File: src/hw/vps_pkg.sv
/*
 Constants and types for the emulated PHY status and identifier registers.
 Assumes a single 125 MHz core clock with synchronous active-high reset.
*/
//==============================================================
// Summary of operation
// - Status bits 15, 10 and 9 always read zero, so T4 and T2 modes are not offered.
// - Status bits 14 to 11 read one for 100 full, 100 half, 10 full and 10 half duplex.
// - Status bit 8 reads zero, as there is no extended status register and no gigabit.
// - Status bit 6 reads zero, so the master must send a full preamble on every frame.
// - The negotiation-complete bit 5 clears on reset and sets a short time later.
// - Remote fault bit 4 and jabber bit 1 read zero, and link bit 2 reads one, always.
// - Status bit 3 reads one to report that auto-negotiation is possible.
// - Status bit 0 reads one for extended capability, with only indices 1 to 3 present.
// - Bits 31 to 16 read zero in the word map, serial access sees 16 bits, bit 7 reads zero.
// - The identifier high register at index 2 holds a 16-bit read/write OUI field.
// - The identifier low register holds six read/write OUI bits in 15 to 10, reset zero.
// - Bits 9 to 4 of identifier low are a read/write model number, reset zero.
// - Bits 3 to 0 of identifier low are a read/write revision number, reset zero.
// - An all-zero identifier is stored and returned as written.
// - The status register sits at serial index 1 and at byte offset 1C4h.
package vps_pkg;
   //==============================================================
   // Timing
   localparam int CLK_PERIOD_NS = 8;
   localparam int AN_TIME_NS = 1000;
   localparam int AN_CYCLES = (AN_TIME_NS + CLK_PERIOD_NS - 1) / CLK_PERIOD_NS;
   localparam logic [7:0] AN_LAST = 8'(AN_CYCLES - 1);

   //==============================================================
   // Address map
   localparam logic [8:0] OFS_STATUS = 9'h1C4;
   localparam logic [8:0] OFS_IDH = 9'h1C8;
   localparam logic [8:0] OFS_IDL = 9'h1CC;
   localparam logic [4:0] IDX_STATUS = 5'h01;
   localparam logic [4:0] IDX_IDH = 5'h02;
   localparam logic [4:0] IDX_IDL = 5'h03;

   //==============================================================
   // Status bit positions
   localparam int B_T4 = 15;
   localparam int B_100FD = 14;
   localparam int B_100HD = 13;
   localparam int B_10FD = 12;
   localparam int B_10HD = 11;
   localparam int B_T2FD = 10;
   localparam int B_T2HD = 9;
   localparam int B_EXTST = 8;
   localparam int B_RSVD = 7;
   localparam int B_PRESUP = 6;
   localparam int B_ANDONE = 5;
   localparam int B_RFAULT = 4;
   localparam int B_ANABLE = 3;
   localparam int B_LINK = 2;
   localparam int B_JABBER = 1;
   localparam int B_EXTCAP = 0;
   localparam logic [15:0] ONE16 = 16'h0001;
   localparam logic [15:0] STATUS_FIXED = (ONE16 << B_100FD) | (ONE16 << B_100HD) |
      (ONE16 << B_10FD) | (ONE16 << B_10HD) | (ONE16 << B_ANABLE) |
      (ONE16 << B_LINK) | (ONE16 << B_EXTCAP);

   //==============================================================
   // Serial management frame
   localparam logic [5:0] PRE_LEN = 6'h20;
   localparam logic [5:0] HDR_LAST = 6'h0C;
   localparam logic [5:0] TA_LAST = 6'h01;
   localparam logic [5:0] DATA_LAST = 6'h0F;
   localparam logic [5:0] DATA_END = 6'h10;
   localparam logic [1:0] OP_READ = 2'h2;
   localparam logic [1:0] OP_WRITE = 2'h1;

   typedef struct packed {
      logic st;
      logic [1:0] op;
      logic [4:0] phy;
      logic [4:0] idx;
   } vps_hdr_t;

   typedef struct packed {
      logic [5:0] oui_lo;
      logic [5:0] model;
      logic [3:0] rev;
   } vps_ident_low_t;

   localparam logic [15:0] IDH_RESET = 16'h0000;
   localparam vps_ident_low_t IDL_RESET = '{oui_lo: 6'h00, model: 6'h00, rev: 4'h0};

   typedef enum {S_PRE, S_HDR, S_RTA, S_RD, S_WTA, S_WR} vps_state_t;
endpackage

File: src/hw/vps_regs.sv
/*
 Emulated PHY status and identifier registers, reachable over the serial
 management pins and over a simple 32-bit word register port.
 Assumes MDC is far slower than the core clock and that the master
 changes MDIO away from the rising MDC edge.
*/
`timescale 1ns/1ns
module vps_regs (
   input wire logic i_clk,
   input wire logic i_rst,
   input wire logic [4:0] i_phy_addr,
   input wire logic i_mdc,
   input wire logic i_mdio,
   output logic o_mdio,
   output logic o_mdio_oe,
   input wire logic [8:0] i_reg_addr,
   input wire logic i_reg_wr,
   input wire logic i_reg_rd,
   input wire logic [31:0] i_reg_wdata,
   output logic [31:0] o_reg_rdata
);
   localparam int ANB = vps_pkg::AN_CYCLES;

   logic [2:0] mdc_sync_r;
   logic [1:0] mdio_sync_r;
   logic mdc_rise;
   logic mdio_bit;
   logic [7:0] an_cnt_r;
   logic an_done_r;
   logic [15:0] status_w;
   logic [15:0] id_hi_r;
   vps_pkg::vps_ident_low_t id_lo_r;
   vps_pkg::vps_state_t state_r;
   logic [5:0] pre_cnt_r;
   logic [5:0] bit_cnt_r;
   vps_pkg::vps_hdr_t hdr_r;
   vps_pkg::vps_hdr_t hdr_nxt;
   logic [15:0] shift_r;
   logic mdio_r;
   logic mdio_oe_r;
   logic mw_go;
   logic [15:0] mw_data;
   logic bus_wr_idh;
   logic bus_wr_idl;
   logic [15:0] bus_rd16;
   logic [31:0] rdata_r;

   //==============================================================
   // Pin synchronisers
   always_ff @(posedge i_clk) begin
      if (i_rst) begin
         mdc_sync_r <= 3'h0;
         mdio_sync_r <= 2'h0;
      end else begin
         mdc_sync_r <= {mdc_sync_r[1:0], i_mdc};
         mdio_sync_r <= {mdio_sync_r[0], i_mdio};
      end
   end

   // Third stage only remembers the last level for edge detection
   assign mdc_rise = mdc_sync_r[1] & ~mdc_sync_r[2];
   assign mdio_bit = mdio_sync_r[1];

   //==============================================================
   // Emulated negotiation
   always_ff @(posedge i_clk) begin
      if (i_rst) begin
         an_cnt_r <= 8'h00;
         an_done_r <= 1'b0;
      end else if (!an_done_r) begin
         if (an_cnt_r == vps_pkg::AN_LAST) begin
            an_done_r <= 1'b1;
         end else begin
            an_cnt_r <= an_cnt_r + 8'h01;
         end
      end
   end

   // Sets once and stays; this block has no restart path
   // Only the negotiation bit varies; the rest is wired
   assign status_w = vps_pkg::STATUS_FIXED | ({15'h0000, an_done_r} << vps_pkg::B_ANDONE);
   // come from the fixed pattern above

   function automatic logic [15:0] rd16(input logic [4:0] idx, input logic [15:0] st,
                                        input logic [15:0] idh, input logic [15:0] idl);
      case (idx)
         vps_pkg::IDX_STATUS: rd16 = st;
         vps_pkg::IDX_IDH: rd16 = idh;
         vps_pkg::IDX_IDL: rd16 = idl;
         default: rd16 = 16'h0000;
      endcase
   endfunction

   //==============================================================
   // Serial management frame engine
   // Ones saturate at 32, so idle ones between frames count as preamble
   assign hdr_nxt = vps_pkg::vps_hdr_t'({hdr_r[11:0], mdio_bit});

   always_ff @(posedge i_clk) begin
      if (i_rst) begin
         state_r <= vps_pkg::S_PRE;
         pre_cnt_r <= 6'h00;
         bit_cnt_r <= 6'h00;
         hdr_r <= '0;
         shift_r <= 16'h0000;
         mdio_r <= 1'b0;
         mdio_oe_r <= 1'b0;
      end else if (mdc_rise) begin
         case (state_r)
            vps_pkg::S_PRE: begin
               if (mdio_bit) begin
                  if (pre_cnt_r != vps_pkg::PRE_LEN) begin
                     pre_cnt_r <= pre_cnt_r + 6'h01;
                  end
               end else if (pre_cnt_r == vps_pkg::PRE_LEN) begin
                  state_r <= vps_pkg::S_HDR;
                  bit_cnt_r <= 6'h00;
               end else begin
                  pre_cnt_r <= 6'h00;
               end
            end
            vps_pkg::S_HDR: begin
               hdr_r <= hdr_nxt;
               if (bit_cnt_r == vps_pkg::HDR_LAST) begin
                  bit_cnt_r <= 6'h00;
                  pre_cnt_r <= 6'h00;
                  state_r <= vps_pkg::S_PRE;
                  if (hdr_nxt.st && hdr_nxt.phy == i_phy_addr) begin
                     if (hdr_nxt.op == vps_pkg::OP_READ) begin
                        state_r <= vps_pkg::S_RTA;
                        shift_r <= rd16(hdr_nxt.idx, status_w, id_hi_r, id_lo_r);
                     end else if (hdr_nxt.op == vps_pkg::OP_WRITE) begin
                        state_r <= vps_pkg::S_WTA;
                     end
                  end
               end else begin
                  bit_cnt_r <= bit_cnt_r + 6'h01;
               end
            end
            vps_pkg::S_RTA: begin
               mdio_oe_r <= 1'b1;
               mdio_r <= 1'b0;
               state_r <= vps_pkg::S_RD;
            end
            vps_pkg::S_RD: begin
               if (bit_cnt_r == vps_pkg::DATA_END) begin
                  mdio_oe_r <= 1'b0;
                  mdio_r <= 1'b0;
                  bit_cnt_r <= 6'h00;
                  state_r <= vps_pkg::S_PRE;
               end else begin
                  mdio_r <= shift_r[15];
                  shift_r <= {shift_r[14:0], 1'b0};
                  bit_cnt_r <= bit_cnt_r + 6'h01;
               end
            end
            vps_pkg::S_WTA: begin
               if (bit_cnt_r == vps_pkg::TA_LAST) begin
                  bit_cnt_r <= 6'h00;
                  state_r <= vps_pkg::S_WR;
               end else begin
                  bit_cnt_r <= bit_cnt_r + 6'h01;
               end
            end
            vps_pkg::S_WR: begin
               shift_r <= {shift_r[14:0], mdio_bit};
               if (bit_cnt_r == vps_pkg::DATA_LAST) begin
                  bit_cnt_r <= 6'h00;
                  state_r <= vps_pkg::S_PRE;
               end else begin
                  bit_cnt_r <= bit_cnt_r + 6'h01;
               end
            end
            default: begin
               state_r <= vps_pkg::S_PRE;
               mdio_oe_r <= 1'b0;
            end
         endcase
      end
   end

   assign o_mdio = mdio_r;
   assign o_mdio_oe = mdio_oe_r;
   assign mw_go = mdc_rise && state_r == vps_pkg::S_WR && bit_cnt_r == vps_pkg::DATA_LAST;
   assign mw_data = {shift_r[14:0], mdio_bit};

   //==============================================================
   // Identifier storage; word port wins a same-cycle clash
   assign bus_wr_idh = i_reg_wr && i_reg_addr == vps_pkg::OFS_IDH;
   assign bus_wr_idl = i_reg_wr && i_reg_addr == vps_pkg::OFS_IDL;

   always_ff @(posedge i_clk) begin
      if (i_rst) begin
         id_hi_r <= vps_pkg::IDH_RESET;
         id_lo_r <= vps_pkg::IDL_RESET;
      end else begin
         if (bus_wr_idh) begin
            id_hi_r <= i_reg_wdata[15:0];
         end else if (mw_go && hdr_r.idx == vps_pkg::IDX_IDH) begin
            id_hi_r <= mw_data;
         end
         if (bus_wr_idl) begin
            id_lo_r <= vps_pkg::vps_ident_low_t'(i_reg_wdata[15:0]);
         end else if (mw_go && hdr_r.idx == vps_pkg::IDX_IDL) begin
            id_lo_r <= vps_pkg::vps_ident_low_t'(mw_data);
         end
      end
   end
   // Status has no write path at all, so writes there fall away

   //==============================================================
   // Word port read
   // A read on the edge of a write returns the old value
   always_comb begin
      case (i_reg_addr)
         vps_pkg::OFS_STATUS: bus_rd16 = status_w;
         vps_pkg::OFS_IDH: bus_rd16 = id_hi_r;
         vps_pkg::OFS_IDL: bus_rd16 = id_lo_r;
         default: bus_rd16 = 16'h0000;
      endcase
   end

   always_ff @(posedge i_clk) begin
      if (i_rst) begin
         rdata_r <= 32'h0000_0000;
      end else if (i_reg_rd) begin
         rdata_r <= {16'h0000, bus_rd16};
      end
   end

   assign o_reg_rdata = rdata_r;
endmodule

File: config.mk
export PLATFORM = sky130hd
export DESIGN_NAME = vps_regs
export DESIGN_NICKNAME = d
export VERILOG_FILES = /design/src/hw/vps_pkg.sv /design/src/hw/vps_regs.sv
export SDC_FILE = /design/constraint.sdc
export NUM_CORES = 1
export LEC_CHECK = 0
export BUFFER_PORTS_ARGS = -buffer_cell sky130_fd_sc_hd__buf_2
export CAP_MARGIN = 20
export CORE_ASPECT_RATIO = 1.4
export CORE_MARGIN = 5
export CORE_UTILIZATION = 55
export CTS_CLUSTER_DIAMETER = 80
export CTS_CLUSTER_SIZE = 24
export DETAILED_ROUTE_END_ITERATION = 7
export PLACE_DENSITY = 0.84
export SLEW_MARGIN = 20
export SYNTH_ARGS = -nofsm -noshare
export SYNTH_HDL_FRONTEND = slang
export SYNTH_SLANG_ARGS = --single-unit
File: constraint.sdc
create_clock -name i_clk -period 3.1 [get_ports i_clk]
set_clock_uncertainty 0.1 [all_clocks]
set_input_delay 0.465 -clock i_clk [delete_from_list [all_inputs] [get_ports i_clk]]
set_output_delay 0.465 -clock i_clk [all_outputs]
set_load 0.1 [all_outputs]
==> impl_summary.log, run 1 <==
[metrics] result of the run: completed
[metrics] final global-route overflow total: 0
[metrics] count of maximum capacitance violations: 0
[metrics] number of top-level pins: 86
[metrics] critical path's largest stage delay: 0.45 ns
[metrics] clock latency of the later-clocked register in the worst-skew pair: around 0.36 ns
[metrics] TritonCTS clock tree: yes
[metrics] power density over the cells: 449 nW/um2
[metrics] proportion of synthesized chip area in sequential cells: 0.391
[metrics] Sequential Power Share: 0.510
[metrics] minimum period implied by the final worst setup slack: 2.41 ns
[metrics] combinational power share: 0.074
[metrics] wire length per cell after detailed routing: 16.4 um
[metrics] Worst Path Required: approximately 3.3 ns
[metrics] number of global-route vias before repair: 4,906
[metrics] slew at the pin with the worst max-slew slack: 0.790 ns
[metrics] post-route setup TNS: 0 ns
[metrics] wire length of the first global-routing pass: about 22 mm
[metrics] number of distinct library cells after synthesis: 57
[metrics] maximum clock rate: 0.414 GHz
[metrics] number of max-slew violations in the final report: 0
[metrics] overall die height: 128 um
[metrics] post-synthesis async set-or-reset flop share: 0
[metrics] diodes inserted: 0
[metrics] cell area after layout: 6050 um2
[metrics] number of fill cells: 828
[metrics] core area: 9850 um2
[metrics] number of hold violations in the final report: 0
[metrics] standard cell area after detailed placement: 5760 um2
[metrics] # setup viols final: 0
[metrics] number of remaining DRC errors: 0
[metrics] total vias in the final route: just under 5,000
[metrics] internal power: 0.00201 W
[metrics] Syn. warnings: 0
[metrics] worst-path cell chain: ha_1 -> and3_1 -> nand4_1 -> or4_1 -> buf_4 -> mux2i_1 -> a211oi_1
[metrics] hold slack: 0.224 ns
[metrics] Sw Pwr: 0.000707 W
[metrics] CTS sink cnt: 107
[metrics] RSZ-0062 raised after global routing: false
[metrics] Critical Path End Type: flip-flop
[metrics] drt total wl: approximately 13 mm
[metrics] initial core utilization: 0.556
[metrics] Net Sw Frac: 0.260
[metrics] total CTS buffers: 9
[metrics] arrival time worst endpoint: roughly 2.6 ns
[metrics] overall power of the completed layout: between 0.002 and 0.003 W
[metrics] fraction of layout instances using a drive strength above 1: 0.148
[metrics] Placement Rows: 43
[metrics] CTS clk-pin slew, worst paths: 0.08 ns
[metrics] cell type of the slowest stage on the worst timing path: sky130_fd_sc_hd__dfxtp_1
[metrics] postcts setup bufs: 0
[metrics] post-synthesis cell type with the largest combined area: sky130_fd_sc_hd__dfxtp_1
[metrics] area share of the leading cell type in the synthesized netlist: 0.391
[metrics] Static Leakage: 2.29 nW
[metrics] cell count after synthesis: 650
[metrics] final core utilization: 0.615
[metrics] CTS root buf: sky130_fd_sc_hd__clkbuf_16
[metrics] count of flip-flops with a built-in enable after synthesis: 0
[metrics] top flip-flop cell by instance count after synthesis: sky130_fd_sc_hd__dfxtp_1
[metrics] sum of net half-perimeters after detailed placement: approximately 9 mm
[metrics] pin count of the biggest net entering global routing: 71
[metrics] number of nets with antenna violations after routing: 0
[metrics] routability-driven placement congestion ratio: 0.847
[metrics] IR Drop Worst-Case VDD: 0.000310 V
[metrics] full die area: 12,100 um2
[metrics] proportion of power drawn by the clock network: 0.416
[metrics] Synth Cell Area: 5480 um2
[metrics] depth of the CTS H-tree: 3
[metrics] Synth-to-Final Area Change: 10.6%
[metrics] post-layout net count: 738
[metrics] cells taking the most area after synthesis: sky130_fd_sc_hd__dfxtp_1 39%, sky130_fd_sc_hd__a21oi_1 7.5%, sky130_fd_sc_hd__mux2i_1 7.5%
[metrics] number of I/O port buffers: 53
[metrics] share of the clock period used by the worst path: 0.779
[metrics] x dimension of the die: 94.3 um
[metrics] DR pass1 iterations: 5
[metrics] via-per-instance ratio: slightly below 6
[metrics] CTS Buffer Depth: 2
[metrics] most common library cells after synthesis: 107 x sky130_fd_sc_hd__dfxtp_1, 82 x sky130_fd_sc_hd__a21oi_1, 75 x sky130_fd_sc_hd__nor2_1
[metrics] DR iter-0 viols: 317
[metrics] initial antenna violation count: 0
[metrics] post-synthesis register bit count: between 100 and 150
[metrics] kind of start point of the critical path: flip-flop
[metrics] GRT Util Overall: 0.230
[metrics] highest net fanout along the worst path: 16
[metrics] relative max-transition margin: 0.466
[metrics] # resized after CTS: 0
[metrics] CTS Hold Buffers Added: 0
[metrics] synthesized area per cell: 8.42 um2
[metrics] kind of critical path: flip-flop to flip-flop
[metrics] class of the most critical hold timing path: input port to flip-flop
[metrics] cell with the most instances after synthesis: sky130_fd_sc_hd__dfxtp_1
[placed cells by master (no fill, tap or decap), types with 8 or more instances in the layout]
cell                          n
sky130_fd_sc_hd__a211oi_1    32
sky130_fd_sc_hd__a21oi_1     82
sky130_fd_sc_hd__a311oi_1    17
sky130_fd_sc_hd__buf_2       52
sky130_fd_sc_hd__buf_4       15
sky130_fd_sc_hd__clkbuf_16    9
sky130_fd_sc_hd__conb_1      16
sky130_fd_sc_hd__dfxtp_1    107
sky130_fd_sc_hd__inv_1       10
sky130_fd_sc_hd__mux2_2      10
sky130_fd_sc_hd__mux2i_1     41
sky130_fd_sc_hd__nand2_1     47
sky130_fd_sc_hd__nand2b_1    13
sky130_fd_sc_hd__nand3_1     13
sky130_fd_sc_hd__nand4_1     11
sky130_fd_sc_hd__nor2_1      75
sky130_fd_sc_hd__nor2b_1     19
sky130_fd_sc_hd__nor3_1       8
sky130_fd_sc_hd__o21ai_0     11
[final cells by class]
cell class / instances / area (um2) / share of cell area
clock buffer: 10 / 239 / 0.0395
multi-input combinational: 484 / 3040 / 0.502
tap: 135 / 169 / 0.0279
clock inverter: 6 / 53.8 / 0.00889
timing repair buffer: 67 / 373 / 0.0616
inverter: 10 / 37.5 / 0.00620
sequential: 107 / 2140 / 0.354
[registers in the layout (all words and copies together), names as in the netlist, 2 cells and up]
register	count
mdc_sync_r	3
state_r	3
hdr_nxt	12
id_hi_r	16
shift_r	16
o_reg_rdata	16
an_cnt_r	8
bit_cnt_r	6
id_lo_r	16
mdio_sync_r	2
pre_cnt_r	6
[path summary, 6_finish.rpt]
check,endpoint,slack (ns),from,cells after the start
worst max-delay path,id_lo_r[11]$_SDFFE_PP0P_,0.69,bit_cnt_r[0]$_SDFFE_PP0P_,7
worst min register to register,mdio_sync_r[1]$_SDFF_PP0_,0.34,mdio_sync_r[0]$_SDFF_PP0_,1
worst min-delay path,mdc_sync_r[0]$_SDFF_PP0_,0.22,i_mdc,2
worst max register to register,id_lo_r[11]$_SDFFE_PP0P_,0.69,bit_cnt_r[0]$_SDFFE_PP0P_,7
[kinds of logic after synthesis]
group / count (synthesis) / synth area share
buffers and inverters: 74 / 0.0665
adder cells (fa/ha/maj): 7 / 0.0160
AND/OR/NAND/NOR: 219 / 0.202
multiplexers: 51 / 0.0955
XOR/XNOR: 12 / 0.0192
other: 1 / 0.000685
AO/OA/AOI/OAI: 179 / 0.209
flip-flops: 107 / 0.391
[worst max-delay path, delay by kind of cell, from the launching register on]
family          cells  cell delay, ns
flops               1            0.45
mux                 1            0.18
buf+inv             1            0.25
simple gates        3            0.81
fa+ha+maj           1            0.25
compound gates      1            0.27
[routing by layer]
metal  track usage  part of all wire  vias to the layer above
li1              -                 -                     2377
met1         0.262              0.39                     2294
met2         0.396              0.51                      145
met3        0.0452             0.056                       43
met4         0.133             0.041                        0
met5             0                 0                        -
[metrics by stage]
stage / std cells / worst slack (ns)
global route: 819 / 0.513
CTS: 819 / 0.698
floorplan: 665 / 0.889
finish: 819 / 0.686
detailed placement: 803 / 0.723
global placement: 803 / 0.843
[power groups by stage]
stage / Clock (W) / Sequential (W) / Combinational, W
3_3_place_gp: 0 / 0.00142 / 0.000195
5_1_grt: 0.00121 / 0.00139 / 0.000215
3_5_place_dp: 0 / 0.00142 / 0.000200
6_report: 0.00113 / 0.00139 / 0.000201
2_1_floorplan: 0 / 0.00142 / 0.000172
4_1_cts: 0.00115 / 0.00139 / 0.000200
No activity file was read; power rests on OpenSTA's default activity.
==> run 2: changes to the inputs <==
- CORE_UTILIZATION: 55 -> 51
- PLACE_DENSITY: 0.84 -> 0.82
- clock period: 3.1 -> 1.95 ns (I/O delays scaled with it)
==> run 2 against run 1 <==
Maximum frequency is 13% higher. Critical path depth is 2 lower. Via count is 14% higher. Global-route usage is 0.67 points higher. Die area is 7.1% higher. Utilization is 6.4 points higher. The flow now finishes with violations (negative setup slack). Flip-flop and latch count stayed put. First-iteration DRC count is 96% higher. Combinational power is 79% higher. Wire length is 28% higher.
==> impl_summary.log, run 2 (synthesis gave the netlist of run 1 again) <==
[metrics] # setup viols final: 54
[metrics] r2r setup slk: -0.19 ns
[metrics] highest net fanout along the worst path: 5
[metrics] minimum period implied by the final worst setup slack: 2.14 ns
[metrics] post-layout net count: 798
[metrics] wire length of the first global-routing pass: 25.6 mm
[metrics] depth of the CTS H-tree: 3
[metrics] final core utilization: 0.679
[metrics] Synth-to-Final Area Change: 29.7%
[metrics] initial antenna violation count: 0
[metrics] violations in the final reports: negative setup slack
[metrics] met2 GRT Util: 0.420
[metrics] number of I/O port buffers: 53
[metrics] wire length per cell after detailed routing: 19.5 um
[metrics] DR pass1 iterations: 6
[metrics] Static Leakage: 2.70 nW
[metrics] number of nets with antenna violations after routing: 0
[metrics] CTS sink cnt: roughly 110
[metrics] total vias in the final route: around 5,500
[metrics] IR Drop Worst-Case VDD: 0.000439 V
[metrics] hold_sp: i_mdc
[metrics] number of hold violations in the final report: 0
[metrics] count of maximum capacitance violations: 0
[metrics] RSZ-0062 raised after global routing: true
[metrics] number of max-slew violations in the final report: 0
[metrics] DR iter-0 viols: around 620
[metrics] core area: ~10,000 um2
[metrics] pin count of the biggest net entering global routing: 45
[metrics] global routing usage on met3: 0.0553
[metrics] number of global-route vias before repair: 5,455
[metrics] leading cell type in the layout, fill and taps excluded: sky130_fd_sc_hd__dfxtp_1
[metrics] leading cell types in the layout, fill and taps excluded: 99 x sky130_fd_sc_hd__dfxtp_1, 71 x sky130_fd_sc_hd__nor2_1, 65 x sky130_fd_sc_hd__a21oi_1
[metrics] TritonCTS clock tree: yes
[metrics] clock latency of the later-clocked register in the worst-skew pair: between 0.3 and 0.4 ns
[metrics] number of top-level pins: 86
[metrics] Reg2Reg Launch Point: pre_cnt_r[4]$_SDFFE_PP0P_
[metrics] share of the clock period used by the worst path: 1.10
[metrics] fraction of layout instances using a drive strength above 1: 0.315
[metrics] result of the run: complete, but fails checks
[metrics] Critical Path End Type: flip-flop
[metrics] class of the most critical hold timing path: input port to flip-flop
[metrics] number of remaining DRC errors: 0
[metrics] met1 track demand over resource in global routing: 0.259
[metrics] kind of critical path: flip-flop to flip-flop
[metrics] kind of start point of the critical path: flip-flop
[metrics] initial core utilization: 0.523
[metrics] CTS Buffer Depth: 2
[metrics] power density over the cells: 597 nW/um2
[metrics] Worst Path Required: around 2.1 ns
[metrics] post-route setup TNS: -3.67 ns
[metrics] Worst setup startpoint: pre_cnt_r[4]$_SDFFE_PP0P_
[metrics] sum of net half-perimeters after detailed placement: between 9 and 10 mm
[metrics] final global-route overflow total: 0
[metrics] total CTS buffers: 9
[metrics] arrival time worst endpoint: 2.32 ns
[metrics] x dimension of the die: just under 100 um
[metrics] CTS root buf: sky130_fd_sc_hd__clkbuf_16
[metrics] routability-driven placement congestion ratio: 0.909
[metrics] Placement Rows: 44
[metrics] overall die height: 133 um
[metrics] post-route setup slack: -0.189 ns
[metrics] routing layer with the top usage in global route: met2
[metrics] via-per-instance ratio: 6.27
[metrics] drt total wl: approximately 17 mm
[metrics] diodes inserted: 0
[metrics] CTS clk-pin slew, worst paths: roughly 0.070 ns
[metrics] full die area: 12,900 um2
[metrics] GRT Util Overall: 0.237
[metrics] maximum clock rate: 0.467 GHz
==> run 2: layout make-up <==
type                    instances  area, um2
clock buffers                  13        240
clock inverters                 3       23.8
fillers                       751       3360
inverters                      10       40.0
multi-input cells             484       3440
flip-flops and latches        107       2160
well taps                     138        173
repair buffers                127       1020
==> run 2: repair_timing <==
item	CTS	global route
setup buffers	8	8
pin swaps	18	53
resized for setup	44	71
setup endpoints to repair	60	63
cloned	4	2
hold buffers	0	0
==> run 2: metal layers <==
metal	routed length, um	up-vias
li1	-	2489
met1	6120	2646
met2	8860	314
met3	1360	85
met4	840	0
met5	0	-
==> run 2: path summary, 6_finish.rpt <==
path	to	cells after the start
worst min-delay path	mdc_sync_r[0]$_SDFF_PP0_	2
worst max register to register	bit_cnt_r[4]$_SDFFE_PP0P_	5
worst max-delay path	bit_cnt_r[4]$_SDFFE_PP0P_	5
worst min register to register	mdc_sync_r[1]$_SDFF_PP0_	1
==> run 2: per-stage QoR <==
stage	instances	setup slack, ns	cell area (um2)	hold WS (ns)	power (W)
2_1_floorplan	665	-0.162	5570	0.314	0.00253
3_3_place_gp	851	-0.130	6200	0.315	0.00258
3_5_place_dp	851	-0.198	6200	0.332	0.00259
4_1_cts	879	-0.170	6800	0.0490	0.00424
5_1_grt	882	-0.254	7100	0.0663	0.00437
6_report	882	-0.189	7100	0.0506	0.00424
==> run 2: power by group <==
part / switching, W / leakage (nW) / internal (W)
clock network: 0.000803 / 0.120 / 0.000873
registers: 0.00000877 / 0.868 / 0.00219
logic: 0.000273 / 1.71 / 0.0000860
==> run 2: critical path, stage by stage, from the launching register on <==
cell                       delay (ns)
sky130_fd_sc_hd__dfxtp_2         0.33
sky130_fd_sc_hd__or4b_4          0.54
sky130_fd_sc_hd__o311a_1         0.36
sky130_fd_sc_hd__nand2b_4        0.17
sky130_fd_sc_hd__or4_4           0.44
sky130_fd_sc_hd__a31oi_4         0.14
